**config.mk**
```make
export PLATFORM = sky130hd
export DESIGN_NAME = usbirq_core
export DESIGN_NICKNAME = d
export VERILOG_FILES = /design/src/shared/usbirq_pkg.sv /design/src/hw/usbirq_core.sv /design/src/hw/usbirq_mask_reg.sv
export VERILOG_INCLUDE_DIRS = /design/src /design/src/shared
export SDC_FILE = /design/constraint.sdc
export NUM_CORES = 1
export LEC_CHECK = 0
export BUFFER_PORTS_ARGS = -buffer_cell sky130_fd_sc_hd__clkbuf_2
export CORE_ASPECT_RATIO = 0.6
export CORE_MARGIN = 2
export CORE_UTILIZATION = 50
export DETAILED_ROUTE_END_ITERATION = 12
export PLACE_DENSITY = 0.81
export SLEW_MARGIN = 20
export SYNTH_ARGS = -nofsm -noshare
export SYNTH_HDL_FRONTEND = slang
export SYNTH_SLANG_ARGS = --single-unit
```
**constraint.sdc**
```tcl
create_clock -name clk -period 2.08 [get_ports clk]
set_clock_uncertainty 0.05 [all_clocks]
set_input_delay 0.208 -clock clk [delete_from_list [all_inputs] [get_ports clk]]
set_output_delay 0.208 -clock clk [all_outputs]
set_load 0.01 [all_outputs]
```
**src/shared/usbirq_params.svh**
```systemverilog
// Register offsets, field positions, reset values and bit masks for the USB interrupt block
`ifndef USBIRQ_PARAMS_SVH
`define USBIRQ_PARAMS_SVH
`define USBIRQ_OFS_OUT_FLAGS    16'hde04
`define USBIRQ_OFS_COMMON_FLAGS 16'hde06
`define USBIRQ_OFS_IN_MASK      16'hde07
`define USBIRQ_OFS_OUT_MASK     16'hde09
`define USBIRQ_OFS_COMMON_MASK  16'hde0b
`define USBIRQ_OFS_FRAME_LOW    16'hde0c
`define USBIRQ_OFS_FRAME_HIGH   16'hde0d
`define USBIRQ_BIT_FRAME_START  3
`define USBIRQ_BIT_BUS_RESET    3'd2
`define USBIRQ_RST_IN_MASK      8'h3f
`define USBIRQ_RST_OUT_MASK     8'h3e
`define USBIRQ_RST_COMMON_MASK  8'h06
`define USBIRQ_RST_FRAME        11'h000
`define USBIRQ_WMASK_IN         8'hff
`define USBIRQ_WMASK_OUT        8'hfe
`define USBIRQ_WMASK_COMMON     8'h0f
`define USBIRQ_OUT_EP_MASK      8'h3e
`define USBIRQ_COMMON_EV_MASK   8'h0f
`endif

```
**src/shared/usbirq_pkg.sv**
```systemverilog
// Types shared by the USB interrupt flag and mask block
package usbirq_pkg;
	typedef logic [7:0]  usbirq_byte_t;
	typedef logic [15:0] usbirq_addr_t;
	typedef logic [10:0] usbirq_frame_t;
endpackage : usbirq_pkg

```
**src/hw/usbirq_core.sv**
```systemverilog
// USB interrupt flags, enable masks and received frame number
`timescale 1ns/10ps
`include "usbirq_params.svh"
module usbirq_core
	import usbirq_pkg::*;
(
	input  wire logic          clk,                    // 100 MHz system clock
	input  wire logic          sys_rst,                // Synchronous reset, active high
	input  wire usbirq_addr_t  mem_addr,               // Data memory address
	input  wire logic          mem_rd,                 // Read strobe, one cycle
	input  wire logic          mem_wr,                 // Write strobe, one cycle
	input  wire usbirq_byte_t  mem_wdata,              // Write data
	output usbirq_byte_t       mem_rdata,              // Read data, registered
	output logic               mem_hit,                // Address matches one of the seven registers of this block
	input  wire logic [5:1]    out_ep_event,           // OUT endpoint events, pulses
	input  wire logic [5:0]    in_ep_flags,            // IN and control flags from elsewhere
	input  wire logic          frame_start_event,      // Start-of-frame token received
	input  wire usbirq_frame_t frame_number,           // Frame number with the token
	input  wire logic          bus_reset_event,        // Reset signalling detected
	input  wire logic          bus_resume_event,       // Resume signalling seen
	input  wire logic          bus_suspend_event,      // Suspend entered
	output usbirq_byte_t       in_mask,                // IN and control enables
	output logic               top_level_usb_irq_flag  // Combined interrupt request
);
	usbirq_byte_t  out_flags_r;      // OUT endpoint flags
	usbirq_byte_t  common_flags_r;   // Common bus flags
	usbirq_frame_t frame_r;          // Last received frame number
	usbirq_byte_t  rdata_r;          // Read data register
	usbirq_byte_t  rdata_nxt;        // Read data selection
	usbirq_byte_t  out_mask;         // OUT endpoint enables
	usbirq_byte_t  common_mask;      // Common enables
	usbirq_byte_t  out_set;          // Incoming OUT events placed at their bits
	usbirq_byte_t  common_set;       // Incoming common events placed at their bits
	logic          rd_out_flags;     // Read of the OUT flag register
	logic          rd_common_flags;  // Read of the common flag register
	logic          irq_r;            // Registered interrupt request

	assign rd_out_flags    = mem_rd && (mem_addr == `USBIRQ_OFS_OUT_FLAGS);
	assign rd_common_flags = mem_rd && (mem_addr == `USBIRQ_OFS_COMMON_FLAGS);
	assign out_set         = {2'b00, out_ep_event, 1'b0};
	assign common_set      = {4'h0, frame_start_event, bus_reset_event,
		bus_resume_event, bus_suspend_event};

	// Enable masks; reserved bits 7:6 stay writable as stored bits in the IN and OUT masks
	usbirq_mask_reg #(
		.RST_VAL (`USBIRQ_RST_IN_MASK),
		.WR_MASK (`USBIRQ_WMASK_IN)
	) u_in_mask (
		.clk     (clk),
		.sys_rst (sys_rst),
		.wr_en   (mem_wr && (mem_addr == `USBIRQ_OFS_IN_MASK)),
		.wr_data (mem_wdata),
		.value   (in_mask)
	);

	// Bit 0 is unused here and never stores a one
	usbirq_mask_reg #(
		.RST_VAL (`USBIRQ_RST_OUT_MASK),
		.WR_MASK (`USBIRQ_WMASK_OUT)
	) u_out_mask (
		.clk     (clk),
		.sys_rst (sys_rst),
		.wr_en   (mem_wr && (mem_addr == `USBIRQ_OFS_OUT_MASK)),
		.wr_data (mem_wdata),
		.value   (out_mask)
	);

	// Upper nibble reads zero
	usbirq_mask_reg #(
		.RST_VAL (`USBIRQ_RST_COMMON_MASK),
		.WR_MASK (`USBIRQ_WMASK_COMMON)
	) u_common_mask (
		.clk     (clk),
		.sys_rst (sys_rst),
		.wr_en   (mem_wr && (mem_addr == `USBIRQ_OFS_COMMON_MASK)),
		.wr_data (mem_wdata),
		.value   (common_mask)
	);

	// OUT flags: a new event in the read cycle survives the clear
	always_ff @(posedge clk) begin
		if (sys_rst) begin
			out_flags_r <= 8'h00;
		end else if (rd_out_flags) begin
			out_flags_r <= out_set & `USBIRQ_OUT_EP_MASK;
		end else begin
			out_flags_r <= (out_flags_r | out_set) & `USBIRQ_OUT_EP_MASK;
		end
	end

	// Common flags set without regard to the enables
	always_ff @(posedge clk) begin
		if (sys_rst) begin
			common_flags_r <= 8'h00;
		end else if (rd_common_flags) begin
			common_flags_r <= common_set & `USBIRQ_COMMON_EV_MASK;
		end else begin
			common_flags_r <= (common_flags_r | common_set) & `USBIRQ_COMMON_EV_MASK;
		end
	end

	// Frame number captured with each frame start
	always_ff @(posedge clk) begin
		if (sys_rst) begin
			frame_r <= `USBIRQ_RST_FRAME;
		end else if (frame_start_event) begin
			frame_r <= frame_number;
		end
	end

	// Read mux; unmapped offsets inside the block answer zero
	always_comb begin
		rdata_nxt = 8'h00;
		mem_hit   = 1'b1;
		unique case (mem_addr)
			`USBIRQ_OFS_OUT_FLAGS:    rdata_nxt = out_flags_r;
			`USBIRQ_OFS_COMMON_FLAGS: rdata_nxt = common_flags_r;
			`USBIRQ_OFS_IN_MASK:      rdata_nxt = in_mask;
			`USBIRQ_OFS_OUT_MASK:     rdata_nxt = out_mask;
			`USBIRQ_OFS_COMMON_MASK:  rdata_nxt = common_mask;
			`USBIRQ_OFS_FRAME_LOW:    rdata_nxt = frame_r[7:0];
			`USBIRQ_OFS_FRAME_HIGH:   rdata_nxt = {5'b00000, frame_r[10:8]};
			default:                  mem_hit   = 1'b0;
		endcase
	end

	// Read data held until the next read
	always_ff @(posedge clk) begin
		if (sys_rst) begin
			rdata_r <= 8'h00;
		end else if (mem_rd) begin
			rdata_r <= rdata_nxt;
		end
	end

	// Interrupt: registered, so it follows the flags it reflects one edge later
	always_ff @(posedge clk) begin
		if (sys_rst) begin
			irq_r <= 1'b0;
		end else begin
			irq_r <= |(out_flags_r & out_mask) | |(common_flags_r & common_mask)
				| |(in_ep_flags & in_mask[5:0]);
		end
	end

	assign mem_rdata              = rdata_r;
	assign top_level_usb_irq_flag = irq_r;
endmodule : usbirq_core

```
**src/hw/usbirq_mask_reg.sv**
```systemverilog
// One read/write mask register with reset value and writable-bit mask
`timescale 1ns/10ps
module usbirq_mask_reg
	import usbirq_pkg::*;
#(
	parameter usbirq_byte_t RST_VAL = 8'h00,
	parameter usbirq_byte_t WR_MASK = 8'hff
) (
	input  wire logic         clk,
	input  wire logic         sys_rst,
	input  wire logic         wr_en,
	input  wire usbirq_byte_t wr_data,
	output usbirq_byte_t      value
);
	usbirq_byte_t value_r;   // Stored enable bits

	// Unwritable bits stay at zero whatever software writes
	always_ff @(posedge clk) begin
		if (sys_rst) begin
			value_r <= RST_VAL;
		end else if (wr_en) begin
			value_r <= wr_data & WR_MASK;
		end
	end

	assign value = value_r;
endmodule : usbirq_mask_reg

```
==> metrics.txt <==
Port-buffer cells 71; initial antenna violation count 0; syn nets 301; worst min path class in2reg; ys flop type dfxtp_1; outcome completed; CP max FO 7; unrepaired setup endpoints after global routing false; sequential area share after synthesis 0.424; clock latency on the worst-skew pair 0.31 ns; Final WS setup 0.0668 ns; first-pass GRT wire length a little under 10,000 um; vias in the first global route 1,998; die area 5110 um2; All-Layer GR Usage 0.242; clk sinks 48; H-Tree Depth 2; Setup WS pre-CTS 0.0509 ns; number of core rows 18; CTS clk-pin slew, worst paths ~0.090 ns; largest net degree at the start of global routing 27; Worst Hold Launch out_ep_event[4]; crit path kind in2out; Setup TNS Final 0 ns; dominant cell type by area after synthesis dfxtp_1; Synth top area share 0.424; Die H roughly 56 um; 1st-pass router iterations 5; Slew @ Worst Pin 0.486 ns; Net Sw Power ~440 uW; Finished Cell Area 2820 um2; mapped cell area 2270 um2; Fmax approximately 500 MHz; Cells after Synth around 250; fraction of power consumed by the clock network 0.337; Critical Path Start Type input port; IO Pins 72; DP Area 2730 um2; GPL Wtd Cong 0.893; DRC Markers 0; Area contributors post-synth dfxtp_1 42%, mux2i_1 8.4%, nand2_1 4.3%; min Tclk post-route 2.01 ns; Fin. Hold Viols 0; share of post-route cells with drive strength above 1 0.314; hold slack 0.0518 ns; Unique masters post-synth 44; Final Cycle Share 0.968; count of final setup violators 0; Final Max Tran Viols 0; Flop pwr share 0.551; origin of the critical flop-to-flop path u_out_mask.value[2]$_SDFFE_PP1P_; Post-synth EDFFs 0; Critical Path Source mem_addr[5]; Worst setup EP type output pin; Fillers 400; Power per Cell Area about 620 nW/um2; core region area 4230 um2; root buffer cell clkbuf_8; Crit path arrival time 1.76 ns; slowest cell delay on critical path 0.59 ns; via count ~2,200; r2r setup slk 0.61 ns; Starting Density 0.536; CP most frequent cell clkbuf_2; Int Power 1310 uW; WP data required 1.82 ns; leakage power 0.00123 uW; Antenna Cells 0; CTS max path bufs 2; Logic pwr share 0.113; Final #Nets 381; Die X 91.0 um; syn avg cell area a little over 9 um2; Num CTS Buffers 5; switching share of total power 0.252; Area growth, synth to finish 24.5%; Detailed Route WL 6210 um; CP max stage cell or4_4; antenna violation net count after detailed routing 0; Util after Layout 0.667; Yosys reg bits 48; CTS Hold Buffers Added 0; WL/cell 16.0 um; max-cap violations 0; Synth Warn # 0; CTS tree built; maximum VDD drop 0.000433 V; Detail Placement HPWL 4760 um; most common cell after layout, fill and taps aside clkbuf_2; total setup buffers inserted after CTS 0; asr flop ratio synth 0; CTS resizes 0; most frequent cells in the layout 71 x clkbuf_2, 48 x dfxtp_1, 26 x nand2_1; iteration-0 DRC count of the detailed router ~150; Congestion Overflow GR 0; vias per inst 5.76; Slew headroom 0.671; critical-path cell list clkbuf_2 > or4_4 > or3_4 > nor3_1 > clkbuf_2
==> routing by layer <==
metal,global-route usage,up-vias,share of wire
met5,0,-,0
met4,0.0541,0,0.013
met3,0.0678,12,0.10
met2,0.354,108,0.42
met1,0.353,1041,0.47
li1,-,1073,-
==> state kept, by name, indices dropped and copies added (netlist names) <==
name	count
common_flags_r	4
top_level_usb_irq_flag	1
u_common_mask.value	4
frame_r	11
u_out_mask.value	7
mem_rdata	8
out_flags_r	5
u_in_mask.value	8
==> through the flow <==
step	power, uW	std cells
6_report	1750	388
5_1_grt	1830	388
4_1_cts	1760	388
3_5_place_dp	1180	380
3_3_place_gp	1170	380
2_1_floorplan	1080	247
==> kinds of logic (layout without fill, tap and decap cells) <==
kind of cell           after synthesis  count (layout)  share of synthesized area
AO/OA/AOI/OAI                       58              58                      0.175
multiplexers                        21              21                     0.0938
buffers and inverters               16              97                     0.0441
AND/OR/NAND/NOR                    104             104                      0.264
flip-flops                          48              48                      0.424
==> worst max-delay path, delay by kind of cell <==
kind	cells	cell delay, ns
buf+inv	2	0.25
simple gates	3	1.30
==> power by group through the flow <==
| stage | logic, uW | clock network [uW] | registers (uW) |
|---|---|---|---|
| 6_report | 197 | 589 | 964 |
| 2_1_floorplan | 106 | 0 | 978 |
| 3_5_place_dp | 194 | 0 | 986 |
| 3_3_place_gp | 190 | 0 | 984 |
| 5_1_grt | 215 | 647 | 967 |
| 4_1_cts | 195 | 600 | 964 |
==> worst paths after layout <==
| check | endpoint | cells after the start |
|---|---|---|
| worst max-delay path | mem_hit | 5 |
| worst min-delay path | out_flags_r[4]$_SDFF_PP0_ | 3 |
| worst max register to register | mem_rdata[2]$_SDFFE_PP0P_ | 4 |
| worst min register to register | u_out_mask.value[7]$_SDFFE_PP0P_ | 2 |
==> cell usage after synthesis (3+ instances only) <==
| cell | number |
|---|---|
| a211o_1 | 8 |
| a21oi_1 | 14 |
| a221oi_1 | 7 |
| a22o_1 | 4 |
| a22oi_1 | 3 |
| a31oi_1 | 3 |
| and3_1 | 3 |
| buf_6 | 4 |
| clkbuf_1 | 7 |
| dfxtp_1 | 48 |
| mux2i_1 | 19 |
| nand2_1 | 26 |
| nand3_1 | 6 |
| nand3b_1 | 7 |
| nand4b_1 | 4 |
| nor2_1 | 25 |
| nor2b_1 | 10 |
| nor3_1 | 4 |
| nor4_1 | 3 |
| o21ai_0 | 12 |
==> layout make-up <==
| type | instances | area [um2] | area share |
|---|---|---|---|
| clock buffer | 6 | 82.6 | 0.0292 |
| clock inverter | 2 | 15.0 | 0.00532 |
| inverter | 2 | 7.51 | 0.00266 |
| multi-input combinational | 183 | 1210 | 0.428 |
| sequential | 48 | 961 | 0.340 |
| tap | 60 | 75.1 | 0.0266 |
| timing repair buffer | 87 | 475 | 0.168 |
(Power assumes the default switching activity.)
